==> config.mk <==
export PLATFORM = sky130hd
export DESIGN_NAME = rsc_state_ctl
export DESIGN_NICKNAME = d
export VERILOG_FILES = /design/src/rsc_pkg.sv /design/src/rsc_irq_if.sv /design/src/rsc_irq_unit.sv /design/src/rsc_state_ctl.sv
export VERILOG_INCLUDE_DIRS = /design/src /design/src/src
export SDC_FILE = /design/constraint.sdc
export NUM_CORES = 1
export LEC_CHECK = 0
export BUFFER_PORTS_ARGS = -buffer_cell sky130_fd_sc_hd__buf_2
export CAP_MARGIN = 20
export CORE_MARGIN = 8
export CORE_UTILIZATION = 25
export DETAILED_ROUTE_END_ITERATION = 8
export GPL_ROUTABILITY_DRIVEN = 0
export PLACE_DENSITY = 0.48
export SLEW_MARGIN = 0
export SYNTH_ARGS = -nofsm -noshare
export SYNTH_HDL_FRONTEND = slang
export SYNTH_SLANG_ARGS = --single-unit
==> constraint.sdc <==
create_clock -name clk_sys -period 6.2 [get_ports clk_sys]
set_input_delay 1.24 -clock clk_sys [delete_from_list [all_inputs] [get_ports clk_sys]]
set_output_delay 1.24 -clock clk_sys [all_outputs]
set_load 0.01 [all_outputs]
==> src/rsc_map.svh <==
// register offsets, field positions, reset values and timing figures
`ifndef RSC_MAP_SVH
`define RSC_MAP_SVH
`define RSC_CLK_MHZ            25
`define RSC_POR_TIME_US        500
`define RSC_XTAL_FIRST_TIME_US 2500
`define RSC_CAL_TIME_US        6500
`define RSC_TUNE_TIME_US       300
`define RSC_RX_TIME_US         20
`define RSC_XTAL_UNIT_US       10
`define RSC_TMR_W              18
`define RSC_NUM_LATCHED        8
`define RSC_NUM_LIVE           6
`define RSC_NUM_SRC            14
`define RSC_WAKE_IRQ_BIT       3'h6
`define RSC_OFS_OPERATION_CONTROL_REG        8'h00
`define RSC_OFS_RESTART        8'h01
`define RSC_OFS_STATUS         8'h02
`define RSC_OFS_PIN_SEL        8'h03
`define RSC_OFS_IRQ_A_SEL      8'h04
`define RSC_OFS_IRQ_B_SEL      8'h05
`define RSC_OFS_IRQ_EN         8'h06
`define RSC_OFS_IRQ_CLR        8'h07
`define RSC_OFS_IRQ_LATCH      8'h08
`define RSC_OFS_IRQ_LIVE       8'h09
`define RSC_OFS_XTAL_STAB      8'h0A
`define RSC_OFS_WAKE_CTL       8'h0B
`define RSC_OFS_WAKE_PERIOD    8'h0C
`define RSC_CMD_SLEEP          5'h01
`define RSC_CMD_STBY           5'h02
`define RSC_CMD_TUNE           5'h04
`define RSC_CMD_RX             5'h08
`define RSC_CMD_EEPROM         5'h10
`define RSC_SOFT_RESET_KEY     8'hFF
`define RSC_RST_XTAL_STAB      8'h32
`define RSC_RST_WAKE_PERIOD    8'h0A
`define RSC_RST_PIN_SEL        8'h00
`define RSC_RST_IRQ_A_SEL      4'h0
`define RSC_RST_IRQ_B_SEL      4'h0
`define RSC_CODE_PUP           3'h0
`define RSC_CODE_SLEEP         3'h1
`define RSC_CODE_STBY          3'h2
`define RSC_CODE_TUNE          3'h3
`define RSC_CODE_RX            3'h4
`define RSC_CODE_EEPROM        3'h5
`endif

==> src/rsc_pkg.sv <==
// types shared by the state controller and its interrupt unit
`include "rsc_map.svh"
package rsc_pkg;
    typedef logic [`RSC_TMR_W-1:0] rsc_tmr_t;
    typedef enum {
        ST_POR, ST_XTAL, ST_CAL, ST_SLEEP, ST_TO_STBY, ST_STBY,
        ST_TO_TUNE, ST_TUNE, ST_TO_RX, ST_RX, ST_EEPROM
    } rsc_state_t;
    typedef struct packed {
        rsc_state_t  state;
        rsc_state_t  target;
        rsc_tmr_t    tmr;
        logic [7:0]  pin_sel;
        logic [3:0]  irq_a_sel;
        logic [3:0]  irq_b_sel;
        logic [7:0]  irq_en;
        logic [7:0]  irq_clr;
        logic [7:0]  xtal_stab;
        logic        wake_en;
        logic [7:0]  wake_period;
        logic [7:0]  wake_cnt;
        logic [2:0]  tick_sync;
        logic        wake_evt;
        logic [7:0]  rd_data;
        logic        reset_out_n;
        logic [5:0]  power;
        logic        ref_clk;
        logic [3:0]  pins;
    } rsc_ctl_t;
    typedef struct packed {
        logic [`RSC_NUM_LATCHED-1:0] latched;
        logic [`RSC_NUM_LIVE-1:0]    live;
        logic                        irq_a;
        logic                        irq_b;
    } rsc_irq_t;
endpackage : rsc_pkg

==> src/rsc_irq_if.sv <==
// carrier between the state controller and the interrupt unit
`timescale 1ns/1ps
`default_nettype none
`include "rsc_map.svh"
interface rsc_irq_if;
    logic [`RSC_NUM_LATCHED-1:0] evt;
    logic [`RSC_NUM_LATCHED-1:0] enable;
    logic [`RSC_NUM_LATCHED-1:0] clear;
    logic [`RSC_NUM_LIVE-1:0]    live;
    logic [3:0]                  sel_a;
    logic [3:0]                  sel_b;
    logic [`RSC_NUM_LATCHED-1:0] latched;
    logic [`RSC_NUM_LIVE-1:0]    live_q;
    logic                        irq_a;
    logic                        irq_b;
    modport ctl  (output evt, enable, clear, live, sel_a, sel_b,
                  input  latched, live_q, irq_a, irq_b);
    modport unit (input  evt, enable, clear, live, sel_a, sel_b,
                  output latched, live_q, irq_a, irq_b);
endinterface : rsc_irq_if
`default_nettype wire

==> src/rsc_irq_unit.sv <==
// interrupt source latches and the two source selectors
`timescale 1ns/1ps
`default_nettype none
`include "rsc_map.svh"
module rsc_irq_unit
    import rsc_pkg::*;
(
    input  wire logic clk_sys,
    input  wire logic rst_n,
    rsc_irq_if.unit   irq
);
    rsc_irq_t cur;
    rsc_irq_t nxt;

    // codes 0..7 pick latched sources, 8..13 live ones, the rest read low
    function automatic logic irq_pick(input logic [3:0] sel,
                                      input logic [`RSC_NUM_LATCHED-1:0] lat,
                                      input logic [`RSC_NUM_LIVE-1:0] live);
        logic [`RSC_NUM_SRC-1:0] all;
        all = {live, lat};
        if (sel < 4'hE)
            return all[sel];
        return 1'b0;
    endfunction : irq_pick

    always_comb
    begin
        nxt = cur;
        // a set in the clearing cycle survives the clear
        nxt.latched = (cur.latched & ~irq.clear) | (irq.evt & irq.enable); // see R19
        nxt.live    = irq.live;
        nxt.irq_a   = irq_pick(irq.sel_a, cur.latched, cur.live);
        nxt.irq_b   = irq_pick(irq.sel_b, cur.latched, cur.live);
    end

    always_ff @(posedge clk_sys or negedge rst_n)
    begin
        if (!rst_n)
            cur <= '0;
        else
            cur <= nxt;
    end

    assign irq.latched = cur.latched;
    assign irq.live_q  = cur.live;
    assign irq.irq_a   = cur.irq_a;
    assign irq.irq_b   = cur.irq_b;
endmodule : rsc_irq_unit
`default_nettype wire

==> src/rsc_state_ctl.sv <==
// operating-state sequencer, register port and output-pin routing
// What this block does
// hold power-on reset about 0.5 ms, then allow 2.5 ms crystal start-up.
// run 6.5 ms calibration once per power cycle, again after soft reset.
// enter dormant state automatically when calibration completes.
// decode a written 5-bit state command into a state transition.
// drive block enables that match each operating state.
// host waits out cumulative step times when jumping several states.
// non-volatile access command is accepted only from the dormant state.
// soft reset returns to power-up, recalibrates, then falls to dormant.
// dormant keeps port alive, blocks queue access, stops the crystal.
// wake timer expiry in dormant moves to standby by itself.
// dormant to standby takes the configured crystal settling time.
// queue contents are held unchanged in standby and synthesizer-lock.
// standby to synthesizer-lock takes about 300 us.
// synthesizer-lock to receive takes about 20 us.
// first pin selects reset out, irq A, irq B or demodulated data.
// second pin selects irq A, irq B or bit clock.
// third pin selects reference clock, irq A, irq B or demodulated data.
// fourth pin selects demodulated data, irq A, irq B or bit clock.
// eight event sources stay latched until software clears them.
// six queue and level sources follow live conditions.
// interrupts active high; irq B has its own 4-bit source select.
// latched sources need enable; writing 1 to clear self-returns to 0.
// commands written mid-transition take effect once it finishes.
`timescale 1ns/1ps
`default_nettype none
`include "rsc_map.svh"
module rsc_state_ctl
    import rsc_pkg::*;
#(
    parameter int unsigned POR_CYC  = `RSC_POR_TIME_US * `RSC_CLK_MHZ,
    parameter int unsigned XTAL_CYC = `RSC_XTAL_FIRST_TIME_US * `RSC_CLK_MHZ,
    parameter int unsigned CAL_CYC  = `RSC_CAL_TIME_US * `RSC_CLK_MHZ,
    parameter int unsigned TUNE_CYC = `RSC_TUNE_TIME_US * `RSC_CLK_MHZ
)
(
    input  wire logic                        clk_sys,
    input  wire logic                        rst_n,
    input  wire logic [7:0]                  reg_addr,
    input  wire logic [7:0]                  reg_wdata,
    input  wire logic                        reg_wr,
    input  wire logic                        reg_rd,
    output var  logic [7:0]                  reg_rdata,
    input  wire logic [`RSC_NUM_LATCHED-1:0] src_events,
    input  wire logic [`RSC_NUM_LIVE-1:0]    queue_status,
    input  wire logic                        demod_data,
    input  wire logic                        bit_clock_in,
    input  wire logic                        slow_oscillator,
    output var  logic                        out_pin_a,
    output var  logic                        out_pin_b,
    output var  logic                        out_pin_c,
    output var  logic                        out_pin_d,
    output var  logic                        spi_on,
    output var  logic                        xtal_on,
    output var  logic                        queue_on,
    output var  logic                        synth_on,
    output var  logic                        frontend_on,
    output var  logic                        queue_write_en
);
    localparam int unsigned RX_CYC        = `RSC_RX_TIME_US * `RSC_CLK_MHZ;
    localparam int unsigned XTAL_UNIT_CYC = `RSC_XTAL_UNIT_US * `RSC_CLK_MHZ;

    rsc_ctl_t  cur;
    rsc_ctl_t  nxt;
    rsc_irq_if irq_bus ();

    rsc_irq_unit u_irq (
        .clk_sys (clk_sys),
        .rst_n   (rst_n),
        .irq     (irq_bus.unit)
    );

    // a figure of n cycles loads n-1, never below one cycle
    function automatic rsc_tmr_t cyc_load(input int unsigned n);
        if (n == 0)
            return '0;
        return rsc_tmr_t'(n - 1);
    endfunction : cyc_load

    // four-way pin selector, used for every output pin
    function automatic logic pin_pick(input logic [1:0] sel,
                                      input logic s0,
                                      input logic s1,
                                      input logic s2,
                                      input logic s3);
        unique case (sel)
            2'h0: return s0;
            2'h1: return s1;
            2'h2: return s2;
            2'h3: return s3;
        endcase
    endfunction : pin_pick

    // enables {spi, xtal, queue, synth, front-end, queue write}
    function automatic logic [5:0] power_of(input rsc_state_t st);
        unique case (st)
            ST_POR:                return 6'h00;
            ST_XTAL, ST_CAL:       return 6'h10;
            ST_SLEEP:              return 6'h20;
            ST_TO_STBY, ST_STBY:   return 6'h38;
            ST_TO_TUNE, ST_TUNE:   return 6'h3C;
            ST_TO_RX, ST_RX:       return 6'h3F;
            ST_EEPROM:             return 6'h30;
        endcase
    endfunction : power_of

    function automatic logic [2:0] code_of(input rsc_state_t st);
        unique case (st)
            ST_POR, ST_XTAL, ST_CAL: return `RSC_CODE_PUP;
            ST_SLEEP:                return `RSC_CODE_SLEEP;
            ST_TO_STBY, ST_STBY:     return `RSC_CODE_STBY;
            ST_TO_TUNE, ST_TUNE:     return `RSC_CODE_TUNE;
            ST_TO_RX, ST_RX:         return `RSC_CODE_RX;
            ST_EEPROM:               return `RSC_CODE_EEPROM;
        endcase
    endfunction : code_of

    logic       in_pup;
    logic       settled;
    logic       tick_edge;
    logic       wr_op;
    logic       soft_rst;
    logic [7:0] rd_mux;

    always_comb
    begin
        in_pup    = (cur.state == ST_POR) || (cur.state == ST_XTAL) ||
                    (cur.state == ST_CAL);
        settled   = (cur.state == cur.target);
        tick_edge = cur.tick_sync[1] & ~cur.tick_sync[2];
        wr_op     = reg_wr && (reg_addr == `RSC_OFS_OPERATION_CONTROL_REG) && !in_pup;
        soft_rst  = reg_wr && (reg_addr == `RSC_OFS_RESTART) &&
                    (reg_wdata == `RSC_SOFT_RESET_KEY);
    end

    always_comb
    begin
        nxt = cur;
        nxt.tick_sync = {cur.tick_sync[1:0], slow_oscillator};
        nxt.wake_evt  = 1'b0;
        nxt.irq_clr   = 8'h00;
        nxt.tmr       = (cur.tmr != '0) ? cur.tmr - rsc_tmr_t'(1) : '0;

        // register writes
        if (reg_wr)
        begin
            unique case (reg_addr)
                `RSC_OFS_PIN_SEL:     nxt.pin_sel     = reg_wdata;
                `RSC_OFS_IRQ_A_SEL:   nxt.irq_a_sel   = reg_wdata[3:0];
                `RSC_OFS_IRQ_B_SEL:   nxt.irq_b_sel   = reg_wdata[3:0];
                `RSC_OFS_IRQ_EN:      nxt.irq_en      = reg_wdata;
                `RSC_OFS_IRQ_CLR:     nxt.irq_clr     = reg_wdata;
                `RSC_OFS_XTAL_STAB:   nxt.xtal_stab   = reg_wdata;
                `RSC_OFS_WAKE_CTL:    nxt.wake_en     = reg_wdata[0];
                `RSC_OFS_WAKE_PERIOD: nxt.wake_period = reg_wdata;
                default:              nxt.pin_sel     = cur.pin_sel;
            endcase
        end

        // wake timer runs on slow ticks only while resting in dormant
        if ((cur.state == ST_SLEEP) && settled && cur.wake_en)
        begin
            if (tick_edge)
            begin
                if (cur.wake_cnt + 8'h01 >= cur.wake_period)
                begin
                    nxt.wake_cnt = 8'h00;
                    nxt.wake_evt = 1'b1;
                    nxt.target   = ST_STBY;
                end
                else
                    nxt.wake_cnt = cur.wake_cnt + 8'h01;
            end
        end
        else
            nxt.wake_cnt = 8'h00;

        // the target is only a request, so writes mid-transition queue up
        if (wr_op)
        begin
            unique case (reg_wdata[4:0]) // see R4
                `RSC_CMD_SLEEP:  nxt.target = ST_SLEEP;
                `RSC_CMD_STBY:   nxt.target = ST_STBY;
                `RSC_CMD_TUNE:   nxt.target = ST_TUNE;
                `RSC_CMD_RX:     nxt.target = ST_RX;
                `RSC_CMD_EEPROM:
                    if ((cur.state == ST_SLEEP) && settled)
                        nxt.target = ST_EEPROM;
                default:         nxt.target = cur.target;
            endcase
        end

        // state sequencing; timed steps advance when the count runs out
        unique case (cur.state)
            ST_POR:
                if (cur.tmr == '0)
                begin
                    nxt.state = ST_XTAL;
                    nxt.tmr   = cyc_load(XTAL_CYC);
                end
            ST_XTAL:
                if (cur.tmr == '0)
                begin
                    nxt.state = ST_CAL;
                    nxt.tmr   = cyc_load(CAL_CYC);
                end
            ST_CAL:
                if (cur.tmr == '0)
                begin
                    nxt.state  = ST_SLEEP;
                    nxt.target = ST_SLEEP;
                end
            ST_SLEEP:
                if (cur.target == ST_EEPROM)
                    nxt.state = ST_EEPROM;
                else if (cur.target != ST_SLEEP)
                begin
                    nxt.state = ST_TO_STBY;
                    nxt.tmr   = cyc_load(int'(cur.xtal_stab) * XTAL_UNIT_CYC);
                end
            ST_TO_STBY:
                if (cur.tmr == '0)
                    nxt.state = ST_STBY;
            ST_STBY:
                if (cur.target == ST_SLEEP)
                    nxt.state = ST_SLEEP;
                else if ((cur.target == ST_TUNE) || (cur.target == ST_RX))
                begin
                    nxt.state = ST_TO_TUNE;
                    nxt.tmr   = cyc_load(TUNE_CYC);
                end
            ST_TO_TUNE:
                if (cur.tmr == '0)
                    nxt.state = ST_TUNE;
            ST_TUNE:
                if (cur.target == ST_RX)
                begin
                    nxt.state = ST_TO_RX;
                    nxt.tmr   = cyc_load(RX_CYC);
                end
                else if (cur.target != ST_TUNE)
                    nxt.state = cur.target;
            ST_TO_RX:
                if (cur.tmr == '0)
                    nxt.state = ST_RX;
            ST_RX:
                if (cur.target != ST_RX)
                    nxt.state = cur.target;
            ST_EEPROM:
                // crystal already runs here, so no settling step is needed
                if (cur.target == ST_SLEEP)
                    nxt.state = ST_SLEEP;
                else if (cur.target != ST_EEPROM)
                    nxt.state = ST_STBY;
        endcase

        // soft reset overrides everything; no hold, the crystal restarts
        if (soft_rst)
        begin
            nxt.state    = ST_XTAL;
            nxt.target   = ST_SLEEP;
            nxt.tmr      = cyc_load(XTAL_CYC);
            nxt.wake_cnt = 8'h00;
        end

        // enables and reset out follow the state being entered; pins route the current registered values
        nxt.reset_out_n = (nxt.state != ST_POR);
        nxt.power       = power_of(nxt.state); // see R5 see R9
        nxt.ref_clk     = nxt.power[4] ? ~cur.ref_clk : 1'b0;
        nxt.pins[0] = pin_pick(cur.pin_sel[1:0], cur.reset_out_n, irq_bus.irq_a,
                               irq_bus.irq_b, demod_data);
        nxt.pins[1] = pin_pick(cur.pin_sel[3:2], irq_bus.irq_a, irq_bus.irq_b,
                               bit_clock_in, 1'b0);
        nxt.pins[2] = pin_pick(cur.pin_sel[5:4], cur.ref_clk, irq_bus.irq_a,
                               irq_bus.irq_b, demod_data);
        nxt.pins[3] = pin_pick(cur.pin_sel[7:6], demod_data, irq_bus.irq_a,
                               irq_bus.irq_b, bit_clock_in);

        // read data stand only in the cycle after the strobe
        nxt.rd_data = reg_rd ? rd_mux : 8'h00;
    end

    always_comb
    begin
        unique case (reg_addr)
            `RSC_OFS_OPERATION_CONTROL_REG:     rd_mux = {5'h00, code_of(cur.target)};
            `RSC_OFS_STATUS:      rd_mux = {4'h0, !settled || in_pup,
                                            code_of(cur.state)};
            `RSC_OFS_PIN_SEL:     rd_mux = cur.pin_sel;
            `RSC_OFS_IRQ_A_SEL:   rd_mux = {4'h0, cur.irq_a_sel};
            `RSC_OFS_IRQ_B_SEL:   rd_mux = {4'h0, cur.irq_b_sel};
            `RSC_OFS_IRQ_EN:      rd_mux = cur.irq_en;
            `RSC_OFS_IRQ_CLR:     rd_mux = cur.irq_clr;
            `RSC_OFS_IRQ_LATCH:   rd_mux = irq_bus.latched;
            `RSC_OFS_IRQ_LIVE:    rd_mux = {2'h0, irq_bus.live_q};
            `RSC_OFS_XTAL_STAB:   rd_mux = cur.xtal_stab;
            `RSC_OFS_WAKE_CTL:    rd_mux = {7'h00, cur.wake_en};
            `RSC_OFS_WAKE_PERIOD: rd_mux = cur.wake_period;
            default:              rd_mux = 8'h00;
        endcase
    end

    // interrupt unit feeds; the wake event joins the host-cleared group
    assign irq_bus.evt    = src_events |
                            ({7'h00, cur.wake_evt} << `RSC_WAKE_IRQ_BIT);
    assign irq_bus.enable = cur.irq_en;
    assign irq_bus.clear  = cur.irq_clr;
    assign irq_bus.live   = queue_status;
    assign irq_bus.sel_a  = cur.irq_a_sel;
    assign irq_bus.sel_b  = cur.irq_b_sel;

    always_ff @(posedge clk_sys or negedge rst_n)
    begin
        if (!rst_n)
        begin
            cur             <= '0;
            cur.state       <= ST_POR;
            cur.target      <= ST_SLEEP;
            cur.tmr         <= cyc_load(POR_CYC);
            cur.pin_sel     <= `RSC_RST_PIN_SEL;
            cur.irq_a_sel   <= `RSC_RST_IRQ_A_SEL;
            cur.irq_b_sel   <= `RSC_RST_IRQ_B_SEL;
            cur.xtal_stab   <= `RSC_RST_XTAL_STAB;
            cur.wake_period <= `RSC_RST_WAKE_PERIOD;
        end
        else
            cur <= nxt;
    end

    assign reg_rdata      = cur.rd_data;
    assign out_pin_a      = cur.pins[0];
    assign out_pin_b      = cur.pins[1];
    assign out_pin_c      = cur.pins[2];
    assign out_pin_d      = cur.pins[3];
    assign spi_on         = cur.power[5];
    assign xtal_on        = cur.power[4];
    assign queue_on       = cur.power[3];
    assign synth_on       = cur.power[2];
    assign frontend_on    = cur.power[1];
    assign queue_write_en = cur.power[0];
endmodule : rsc_state_ctl
`default_nettype wire

# Word level (Yosys, flattened, before mapping)
# Cells that the tools add are included.
[classes]
muxes = 71
n_reduce_logical = 44
n_addsub = 3
n_lt_le_gt_ge = 5
n_eq_ne = 73
multipliers = 1
bitwise_logic = 8
[op_table]
columns = ["cell", "count"]
rows = [
  ["$mux W32", 20],
  ["$eq A32 B3 Y1 const B", 15],
  ["$pmux W32 S11", 1],
  ["$eq A32 B4 Y1 const B", 10],
  ["$eq A32 B2 Y1 const B", 7],
  ["$mux W18", 10],
  ["$pmux W32 S5", 1],
  ["$logic_not A32 Y1", 4],
  ["$eq A32 B1 Y1 const B", 3],
  ["$pmux W8 S12", 1],
  ["$pmux W18 S5", 1],
  ["$mux W82", 1],
  ["$eq A32 B5 Y1 const B", 2],
  ["$mux W64", 1],
  ["$mux W8", 8],
  ["$ne A32 B5 Y1 const B", 2],
  ["$pmux W6 S7", 1],
  ["$eq A8 B4 Y1 const B", 5],
  ["$pmux W3 S6", 2],
  ["$eq A32 B32 Y1", 1],
  ["$eq A8 B3 Y1 const B", 4],
  ["$ne A32 B3 Y1 const B", 1],
  ["$ne A32 B4 Y1 const B", 1],
  ["$reduce_bool A32 Y1", 1],
  ["other kinds (39)", 102],
]
[totals]
in_bits = 37
reg_bits = 179
output_inout_bits = 18
elab_cells = 228

# Depth between registers and ports, before layout
# Gate-level depths: netlist (run 1).
[logic_depth]
word_depth = 15
depth_mapped = 17
depth_no_buf = 17

# Cells and area by module
# A second synthesis (run 1) with hierarchy kept.
[hier_totals]
hier_cells = 1192
area_unflattened_um2 = 11621.1
[by_module_without_submodules]
columns = ["mod", "n_inst", "cells_each", "area_each_um2", "seq_area_each_um2"]
rows = [
  ["rsc_state_ctl", 1, 1134, 10881.7, 4071.4],
  ["rsc_irq_unit", 1, 58, 739.5, 400.4],
]

# Worst setup path before layout (run 1)
# No wires, ideal clock.
[synth_timing]
path_kind = "register to register"
startpoint = "reg cur[42] (netlist name)"
endpoint = "reg cur[86] (netlist name)"
stages_incl_launch_ff = 16
arrival_time_ps = 4938
path_buffers = 1
period_less_slack_ps = 5073
slack_ps = 1127
t_required_ps = 6065
setup_time_ps = 135
cell_sequence = "dfstp_2 -> inv_1 -> fa_1 -> fa_1 -> fa_1 -> fa_1 -> inv_1 -> ha_1 -> or4_1 -> o21ai_0 -> xor2_1 -> o21ai_0 -> nor4_1 -> a21o_1 -> clkbuf_1 -> o21ai_0"
[synth_rtl]
columns = ["element", "line_no", "rtl"]
rows = [
  ["start, declared", "rsc_state_ctl.sv:64", "rsc_ctl_t cur;"],
  ["start signal, assigned", "rsc_state_ctl.sv:328", "cur <= nxt;"],
]

==> results of run 1 <==
==> cell families after synthesis <==
logic type / after synthesis / share of synthesized area [%]
simple gates: 448 / 20.42
compound gates: 246 / 14.16
flops: 178 / 38.90
buf+inv: 129 / 4.593
xor+xnor: 78 / 5.943
fa+ha+maj: 70 / 8.990
mux: 61 / 6.998
==> report_power, final <==
group          switching (mW)  internal [mW]
Clock                   0.549          0.555
Sequential             0.0415           1.20
Combinational           0.227          0.158
Total                   0.818           1.91
==> layout make-up <==
type                       count  area (um2)
tap                          600       750.7
multi-input combinational    903        6504
inverter                      65       244.0
clock buffer                  18       439.2
sequential                   178        4472
fill                        4804       32450
clock inverter                14       162.7
timing repair buffer          62       355.3
==> critical path: cells and delay by family, from the launching register on <==
kind            cells  cell delay, ns
xor+xnor            1            0.28
buf+inv             2            0.16
compound gates      5            1.29
fa+ha+maj           5            2.21
flops               1            0.64
simple gates        2            0.94
==> worst paths after layout <==
| kind | startpoint | to | depth (start not counted) |
|---|---|---|---|
| setup / recovery | cur[42] | cur[87] | 15 |
| hold / removal | cur[21] | cur[22] | 0 |
| setup reg to reg | cur[42] | cur[87] | 15 |
| hold reg to reg | cur[21] | cur[22] | 0 |
| max in group asynchronous | rst_n | cur[27] | 2 |
| min in group asynchronous | rst_n | cur[109] | 1 |
==> state kept, by name (all words and copies together), names as in the netlist, 4 cells and up <==
signal / cells
cur: 121
irq_bus.clear: 8
irq_bus.enable: 8
irq_bus.sel_a: 4
irq_bus.sel_b: 4
reg_rdata: 8
u_irq.irq.latched: 8
u_irq.irq.live_q: 6
==> layer usage <==
layer | vias to the layer above | part of all wire, % | global-route usage, %
met4 | 0 | 1.1 | 3.029
met5 | - | 0 | 0
met2 | 231 | 47 | 20.54
met1 | 4578 | 48 | 17.64
met3 | 30 | 4.2 | 2.220
li1 | 4385 | - | -
==> synthesized netlist by cell type (24+ instances only) <==
cell,instances
nor3_1,38
o21ai_0,65
a21oi_1,53
nand3_1,32
clkbuf_1,49
nand2_1,112
nor4_1,26
and2_1,33
mux2_2,35
ha_1,49
xnor2_1,57
a22oi_1,28
nor2_1,96
inv_1,63
nand4_1,24
dfrtp_1,164
==> impl_results.md, run 1 <==
* Largest net degree at the start of global routing at a little under 100
* CP Capture Type: flip-flop
* Num ports at 55
* Area leader, netlist: dfrtp_1
* Setup TNS at 0 ns
* Worst-margin pin slew at 1.082 ns
* Crit Path Max Fanout at 15
* Mapped Cells at 1210
* Total Nets Final at 1334
* Initial antenna violation count at 1
* Synth unique cells at 75
* RSZ-0062 raised after global routing: false
* Fin area at about 0.013 mm2
* Leak at 5.463 nW
* Achievable clock frequency at roughly 180 MHz
* Worst VDD drop at 0.1579 mV
* Critical-path cell list: inv_1 > fa_1 > fa_1 > fa_1 > fa_1 > inv_1 > ha_1 > or4_1 > o21ai_0 > xor2_1 > o21ai_0 > nor4_1 > a21o_1 > a21oi_1 > o31a_1
* Post-CTS setup buffers at 0
* Min Clock Period, post-route at ~5.6 ns
* First-pass GRT wire length at 54.18 mm
* R2R setup slack at a little over 0.6 ns
* Prevailing post-synth register cell: dfrtp_1
* Final Max Slew Viols at 0
* Final ANT Viol Nets at 0
* Seq cells post-synth at between 150 and 200
* Sequential share of the synthesized area at 38.90%
* Critical path's largest stage delay at 0.64 ns
* Area after DPL at between 0.01 and 0.015 mm2
* CP required at 6.58 ns
* CTS clock-pin slew for the worst setup and hold paths at around 0.080 ns
* Gr ovfl total at 0
* Total number of yosys warnings at 0
* Critical Path Most Common Cell: fa_1
* Commonest cells after routing, fill and taps aside: dfrtp_1 (164), nand2_1 (112), nor2_1 (95)
* PwrDens at 211.3 mW/mm2
* Top cell type's share of synthesized area at approximately 36%
* Overall routing resource usage at 12.76%
* Final hold viol count at 0
* CTS H-tree lvls at 4
* Iteration-0 DRC Markers at 684
* DRC errors left at 0
* ANT cells at 0
* Via count of the routed design at 9224
* Final setup fails at 0
* Status: complete, no violations
* CTS tree: done
* Num rows at 78
* Syn Nets at between 1000 and 1500
* Number of flops mapped to enable cells by yosys at 0
* Period utilisation layout at 90.21%
* Synthesized area per cell at 9.501 um2
* Number of global-route vias before repair at between 9000 and 10000
* Die X at 230.4 um
* Die area at 0.05310 mm2
* Initial Util at between 20% and 30%
* Die height at ~230 um
* Core Area at 0.04538 mm2
* Overall power at between 2 and 3 mW
* Longest Clk Path Bufs at 2
* Synth-to-Final Area Change at 12.45%
* Crit path DAT at 5.97 ns
* DP HPWL at 24.61 mm
* Hold/Removal Path Class: flip-flop to flip-flop
* Most common cell after layout, fill and taps aside: dfrtp_1
* Clk_skew at 0.01602 ns
* Top cells by area, synth: dfrtp_1 (36%), ha_1 (5.3%), xnor2_1 (4.3%), fa_1 (3.7%), nand2_1 (3.7%)
* Slew margin rel. at 27.53%
* Hold-fix buffers, CTS at 0
* Worst Setup Path Type: flip-flop to flip-flop
* Avg Vias per Cell at 5.013
* DRT Wirelength at between 30 and 40 mm
* Mapped Area at between 0.01 and 0.015 mm2
* Async SR Flop Fraction at 100.0%
* Worst skew pair latency at between 0.4 and 0.5 ns
* WL/cell at 18.34 um
* Port Buffers at 54
* Post-Place Setup Slack at 0.6518 ns
* Clock sink count at 178
* Drt first pass iters at 5
* CTS buffer count at 17
* Post-cts sizing count at 0
* Finished Layout Cells at 1840
* CTS Root Cell: clkbuf_16
* Setup ws final at 0.6070 ns
* Hold slack at 0.3580 ns
* Fin util at 28.49%
* Crit start category: flip-flop
* Inst Count DP at roughly 1800
* Critical-path top delay cell: dfstp_2
* MaxCap Viol Count at 0
* Fraction of layout cells with a size suffix above 1 at between 10 and 15%
No activity file was read; power rests on OpenSTA's default activity.
==> run 2, diff against run 1 <==
- CAP_MARGIN: 20 -> 40
- PLACE_DENSITY: 0.48 -> 0.5
- clock period: 6.2 -> 4.5 ns (I/O delays scaled with it)
==> run 2 against run 1 <==
The run now ends with negative setup slack left. Die area unchanged. First-iteration DRC count up 12%. Register-to-register slack got worse by 0.82 ns. Clock skew down 0.0025 ns. Flip-flop and latch count stayed put. Global-route usage up 0.45 points. Maximum frequency increased by 19%. Routed wire length up 3.0%. Final area rose by 5.7%. Critical path depth up 2. Via count is 4.0% higher. Utilization grew 1.6 points. Largest cell class unchanged.
==> impl_results.md, run 2 (synthesized netlist as in run 1, its figures left out) <==
* Most common cell after layout, fill and taps aside: dfrtp_1
* Worst VDD drop at 0.1885 mV (+19%)
* Min Clock Period, post-route at 4.710 ns (-0.8835 ns)
* CTS Root Cell: clkbuf_16
* Final ANT Viol Nets at 0 (unchanged)
* Die height at 230.4 um (unchanged)
* Gr ovfl total at 0 (unchanged)
* CTS buffer count at 17 (unchanged)
* Final Max Slew Viols at 0 (unchanged)
* Longest Clk Path Bufs at 2 (unchanged)
* Finished Layout Cells at 1910 (+3.8%)
* PwrDens at 284.9 mW/mm2 (+35%)
* Largest net degree at the start of global routing at 85 (-14%)
* DP HPWL at 25.80 mm (+4.9%)
* Crit start category: flip-flop
* CTS H-tree lvls at 4 (unchanged)
* Via count of the routed design at 9592 (+4.0%)
* ANT cells at 0 (unchanged)
* Overall power at 3.893 mW (+43%)
* DRC errors left at 0 (unchanged)
* Worst skew pair latency at 0.46 ns (about the same)
* Hold/Removal Path Class: flip-flop to flip-flop
* Crit path DAT at 5.09 ns (-0.88 ns)
* Max FFs per register at 121 (unchanged)
* Slew margin rel. at 42.10% (+15 points)
* Initial antenna violation count at 0 (-1)
* Inst Count DP at 1873 (+3.6%)
* Worst Setup Path Type: flip-flop to flip-flop
* Synth-to-Final Area Change at 18.88%
* Area taken by multi-input logic gates at 0.006734 mm2 (+3.5%)
* Commonest cells after routing, fill and taps aside: dfrtp_1 (164), nand2_1 (109), nor2_1 (95)
* Worst-margin pin slew at 0.8606 ns (-0.2217 ns)
* Final hold viol count at 0 (unchanged)
* Fraction of layout cells with a size suffix above 1 at 21.53% (+7.3 points)
* WL/cell at 18.19 um (-0.82%)
* RSZ-0062 raised after global routing: true
* Hold slack at 0.3588 ns (+0.0007880 ns)
* CP Capture Type: flip-flop
* CP Launch Point: cur[42]
* Drt first pass iters at 7 (+2)
* Number of global-route vias before repair at 9743 (+5.1%)
* MaxCap Viol Count at 0 (unchanged)
* Reg2reg start: cur[42]
* Port Buffers at 54 (unchanged)
* Die X at 230.4 um (unchanged)
* Overall routing resource usage at 13.21% (+0.45 points)
* Clock sink count at 178 (unchanged)
* Num rows at 78 (unchanged)
* Failing checks: negative setup slack
* DRT Wirelength at 34.74 mm (+3.0%)
* Crit Path Max Fanout at 8 (-7)
* Core Area at 0.04538 mm2 (unchanged)
* Min-delay src: cur[21]
* Num ports at 55 (unchanged)
* Initial Util at 25.33% (unchanged)
* Fin area at 0.01367 mm2 (+5.7%)
* Leak at 5.851 nW (+7.1%)
* CP required at 4.88 ns (-1.70 ns)
* Achievable clock frequency at 212.3 MHz (+19%)
* Setup ws final at -0.2095 ns (-0.8165 ns)
* FF/Latch Area at 0.004472 mm2 (unchanged)
* Area after DPL at 0.01292 mm2 (+4.8%)
* Clk_skew at 0.01353 ns (-0.002493 ns)
* CTS clock-pin slew for the worst setup and hold paths at 0.08 ns (about the same)
* Final setup fails at 17 (+17)
* Hold-fix buffers, CTS at 0 (unchanged)
* Total Nets Final at 1404 (+5.2%)
* Period utilisation layout at 104.7% (+14 points)
* Fillers at 4767 (-0.77%)
* Biggest register: cur
* Avg Vias per Cell at 5.022 (+0.18%)
* Status: complete, but fails checks
* CTS tree: done
* Iteration-0 DRC Markers at 767 (+12%)
* First-pass GRT wire length at 55.80 mm (+3.0%)
* Die area at 0.05310 mm2 (unchanged)
-- run 2: cell types whose count changed in the layout (fill, tap and decap cells not counted), moves of 3 or more --
cell,change
o21ai_0,-11
buf_4,+69
o21ai_2,+6
o31ai_1,-3
nand2_1,-3
nand2_2,+3
inv_1,-3
a21oi_1,-3
o21ai_1,+5
a21oi_2,+3
inv_2,+3
-- run 2: critical path: stages, from the launching register on --
cell and delay [ns]:
dfstp_2 0.56, fa_1 0.45, xor2_1 0.18, ha_1 0.31, fa_1 0.48, inv_1 0.05
fa_1 0.49, inv_2 0.04, ha_4 0.26, o21a_1 0.11, o31a_1 0.24, a21o_1 0.12
o211ai_1 0.11, or3_4 0.40, nor4_4 0.27, a21o_4 0.24, a21oi_2 0.04, o31a_1 0.27
-- run 2: timing repair --
item	4_1_cts	5_1_grt
gates resized for setup	17	15
setup buffers	5	3
endpoints found under the setup margin	17	18
pin swaps	21	18
-- run 2: path summary, 6_finish.rpt --
kind	to	slack, ns	cells after the start
setup / recovery	cur[87]	-0.21	17
hold / removal	cur[22]	0.36	0
setup reg to reg	cur[87]	-0.21	17
hold reg to reg	cur[22]	0.36	0
max in group asynchronous	cur[33]	3.09	2
min in group asynchronous	cur[97]	0.47	1
-- run 2: area by class of cell --
class	count	share of cell area (%)
multi-input combinational	903	49.27
timing repair buffer	132	6.473
sequential	178	32.72
tap	600	5.493
inverter	65	1.785
clock buffer	19	3.241
clock inverter	13	1.016
-- run 2: per-layer routing --
metal / part of all wire, % / global-route usage [%]
met2: 46 / 20.89
met3: 5.3 / 3.140
met1: 46 / 17.44
met5: 0 / 0
met4: 2.5 / 4.732
-- run 2: per-stage QoR --
step / utilization [%] / setup slack [ns] / TNS (ns)
6_report: 30.12 / -0.2095 / -2.080
3_5_place_dp: 28.48 / -0.2570 / -3.447
5_1_grt: 30.12 / -0.4435 / -6.215
3_3_place_gp: 28.46 / -0.1881 / -2.442
2_1_floorplan: - / -0.1247 / -1.391
4_1_cts: 29.98 / -0.1851 / -0.9875
-- run 2: report_power, final --
part           internal, mW  switching [mW]  leakage [nW]  total (mW)
Sequential             1.65          0.0507          2.21        1.71
Combinational         0.326           0.376          3.36       0.703
Clock                 0.753           0.733         0.279        1.49
==> run 3, diff against run 2 <==
- ABC_AREA: default -> 1
- PLACE_DENSITY: 0.5 -> 0.49
==> run 3 against run 2 <==
The flow still finishes with violations (negative setup slack). Clock skew up 0.0018 ns. Routed wire length up 17%. Sequential power grew 18%. Setup slack gained 0.14 ns. Flip-flop and latch count unchanged. Power increased by 71%. Via count grew 22%. Clock-buffer cell count increased by 2. Final area rose by 8.1%. Global-route usage grew 1.0 points. Hold slack lost 0.0087 ns. Register-to-register slack gained 0.14 ns.
==> impl_results.md, run 3 <==
* Status: complete, but fails checks
* Failing checks: negative setup slack
* Drt first pass iters at 5 (-2)
* Worst skew pair latency at 0.46 ns (about the same)
* Synthesized area per cell at 7.238 um2 (-24%)
* First-pass GRT wire length at 64.24 mm (+15%)
* Adder-Cell Fraction of Synth Area at 8.248% (-0.74 points)
* Port Buffers at 54 (unchanged)
* Clk_skew at 0.01530 ns (+0.001773 ns)
* Area leader, netlist: dfrtp_1
* Critical-path cell list: inv_2 > fa_1 > fa_1 > fa_1 > fa_1 > inv_2 > ha_4 > nand2_4 > o21ai_4 > nor2_2 > xor2_1 > nand2_1 > nor3_2 > nand4_1 > buf_4 > nand3b_1 > nand2_1 > nand2_1 > nand3_1 > nand2_1 > inv_1
* Synth-to-Final Area Change at 17.96%
* Switch share at 45.36% (+16 points)
* CTS clock-pin slew for the worst setup and hold paths at 0.07 ns (about the same)
* Clock network power share at 21.2% (-17 points)
* Iteration-0 DRC Markers at 849 (+11%)
* Period utilisation layout at 101.5% (-3.2 points)
* Achievable clock frequency at 219.0 MHz (+3.1%)
* Number of flops mapped to enable cells by yosys at 0 (unchanged)
* Avg Vias per Cell at 4.649 (-7.4%)
* Final hold viol count at 0 (unchanged)
* Setup TNS at -0.1747 ns (+1.905 ns)
* Die height at 239.9 um (+4.1%)
* Syn Nets at 1838 (+40%)
* MaxCap Viol Count at 0 (unchanged)
* Count leader, synth: nand2_1
* WL/cell at 16.05 um (-12%)
* Biggest register: cur
* CP required at 4.86 ns (-0.02 ns)
* Core Area at 0.04986 mm2 (+9.9%)
* Hold slack at 0.3501 ns (-0.008672 ns)
* DRT Wirelength at 40.55 mm (+17%)
* Critical path's largest stage delay at 0.56 ns (about the same)
* PwrDens at 451.3 mW/mm2 (+58%)
* Crit Path Max Fanout at 5 (-3)
* Internal power at 3.645 mW (+33%)
* Crit start category: flip-flop
* Top cells by area, synth: dfrtp_1 (33%), nand2_1 (14%), inv_1 (7.4%), nor2_1 (5.7%), ha_1 (4.9%)
* Slew margin rel. at 49.04% (+6.9 points)
* CTS buffer count at 17 (unchanged)
* Comb power frac at 48.6% (+31 points)
* Initial Util at 25.13% (-0.20 points)
* Worst VDD drop at 0.2105 mV (+12%)
* Initial antenna violation count at 0 (unchanged)
* Largest family of logic cells by synthesized area: simple AND/OR/NAND/NOR gates
* Prevailing post-synth register cell: dfrtp_1
* Setup ws final at -0.06651 ns (+0.1430 ns)
* ANT cells at 0 (unchanged)
* Via count of the routed design at 11740 (+22%)
* Synth Area in XOR/XNOR at 3.915% (-2.0 points)
* Async SR Flop Fraction at 100.0% (unchanged)
* Complex-gate fraction of the synthesized area at 11.49% (-2.7 points)
* CTS H-tree lvls at 4 (unchanged)
* Post-Place Setup Slack at -0.2192 ns (+0.03779 ns)
* Most common cell after layout, fill and taps aside: nand2_1
* Fraction of layout cells with a size suffix above 1 at 15.48% (-6.0 points)
* Inst Count DP at 2482 (+33%)
* Top cell type's share of synthesized area at 32.75% (-2.9 points)
* Num ports at 55 (unchanged)
* Final Max Slew Viols at 0 (unchanged)
* Overall routing resource usage at 14.21% (+1.0 points)
* RSZ-0062 raised after global routing: true
* Cell family with most CP delay: adder cells
* Commonest cells post-synth: nand2_1 (469), inv_1 (246), nor2_1 (191)
* Longest Clk Path Bufs at 2 (unchanged)
* Mapped Cells at 1731 (+43%)
* DRC errors left at 0 (unchanged)
* Hold/Removal Path Class: flip-flop to flip-flop
* Max FFs per register at 121 (unchanged)
* Clock sink count at 178 (unchanged)
* Critical-path top delay cell: dfstp_2
* Worst Setup Path Type: flip-flop to flip-flop
* Num rows at 82 (+5.1%)
* CTS tree: done
* Total number of yosys warnings at 0 (unchanged)
* Mux cell area share after synthesis at 0% (-7.0 points)
* Largest net degree at the start of global routing at 125 (+47%)
* Gr ovfl total at 0 (unchanged)
* Synth unique cells at 61 (-19%)
* Die X at 239.9 um (+4.1%)
* Commonest cells after routing, fill and taps aside: nand2_1 (462), inv_1 (242), nor2_1 (185)
* Flop pwr share at 30.2% (-14 points)
* Final ANT Viol Nets at 0 (unchanged)
* DP HPWL at 30.94 mm (+20%)
* Sequential share of the synthesized area at 35.69% (-3.2 points)
* Crit path DAT at 4.93 ns (-0.16 ns)
* Min Clock Period, post-route at 4.567 ns (-0.1430 ns)
* Number of global-route vias before repair at 11650 (+20%)
* Total Nets Final at 1949 (+39%)
* Finished Layout Cells at 2526 (+32%)
* CP Capture Type: flip-flop
* CTS Root Cell: clkbuf_16
* Mapped Area at 0.01253 mm2 (+9.0%)
* Final setup fails at 7 (-10)
* Worst-margin pin slew at 0.7616 ns (-0.09900 ns)
* Seq cells post-synth at 178 (unchanged)
* Bufs and invs on worst path at 4 (+2)
* Net switching power figure at 3.025 mW (+160%)
* Leak at 7.702 nW (+32%)
* Die area at 0.05754 mm2 (+8.4%)
* Post-Synth Simple-Gate Area at 31.03% (+11 points)
==> run 3: per-layer routing <==
layer / wire [um] / track usage (%) / vias to the layer above
li1: - / - / 5800
met1: 18910 / 19.03 / 5541
met2: 18110 / 22.13 / 332
met3: 2315 / 3.323 / 70
met4: 1217 / 5.294 / 0
met5: 0 / 0 / -
==> run 3: path summary, 6_finish.rpt <==
path	cells after the start	slack [ns]	startpoint	endpoint
max	21	-0.07	cur[42]	cur[83]
min	0	0.35	cur[21]	cur[22]
max reg2reg	21	-0.07	cur[42]	cur[83]
min reg2reg	0	0.35	cur[21]	cur[22]
max in group asynchronous	2	3.05	rst_n	reg_rdata[0]
min in group asynchronous	1	0.41	rst_n	out_pin_c
==> run 3: kinds of logic after synthesis <==
logic type	count (synthesis)
and+or+nand+nor	890
buffers and inverters	299
AOI/OAI and AO/OA	238
DFF	178
adders and majority gates	70
xor gates and xnor gates	56
==> run 3: power groups by stage <==
| stage | sequential (mW) | combinational (mW) | clock [mW] |
|---|---|---|---|
| after global routing | 2.04 | 3.63 | 1.51 |
| final | 2.01 | 3.24 | 1.42 |
| after detailed placement | 2.04 | 3.10 | 0 |
| after floorplan | 1.99 | 2.14 | 0 |
| after global placement | 2.04 | 3.09 | 0 |
| after CTS | 2.01 | 3.13 | 1.46 |
==> run 3: timing repair <==
item / 4_1_cts / 5_1_grt
hold endpoints to repair: 0 / 0
gates resized for setup: 5 / 42
pin swaps: 12 / 30
hold buffers: 0 / 0
setup endpoints to repair: 17 / 18
buffers inserted: 3 / 11
==> run 3: metrics by stage <==
stage	utilization [%]	total power, mW	area (um2)
after floorplan	-	4.129	12580
after global placement	28.03	5.130	13980
after detailed placement	28.03	5.136	13980
after CTS	29.17	6.597	14550
after global routing	29.64	7.185	14780
final	29.64	6.670	14780
==> run 3: layout make-up <==
class                           count  area, um2
Clock buffer                       21      450.4
Sequential cell                   178       4472
Inverter                          262      985.9
Multi-Input combinational cell   1254       7074
Timing Repair Buffer              129      874.6
Fill cell                        5470      35080
Clock inverter                     10      81.33
Tap cell                          672      840.8
==> run 3: worst register-to-register path, cell delays in order (launching register included) <==
cell	delay (ns)
dfstp_2	0.56
inv_2	0.05
fa_1	0.47
fa_1	0.54
fa_1	0.43
fa_1	0.50
inv_2	0.05
ha_4	0.30
nand2_4	0.08
o21ai_4	0.15
nor2_2	0.05
xor2_1	0.21
nand2_1	0.12
nor3_2	0.19
nand4_1	0.20
buf_4	0.21
nand3b_1	0.08
nand2_1	0.06
nand2_1	0.06
nand3_1	0.07
nand2_1	0.06
inv_1	0.04
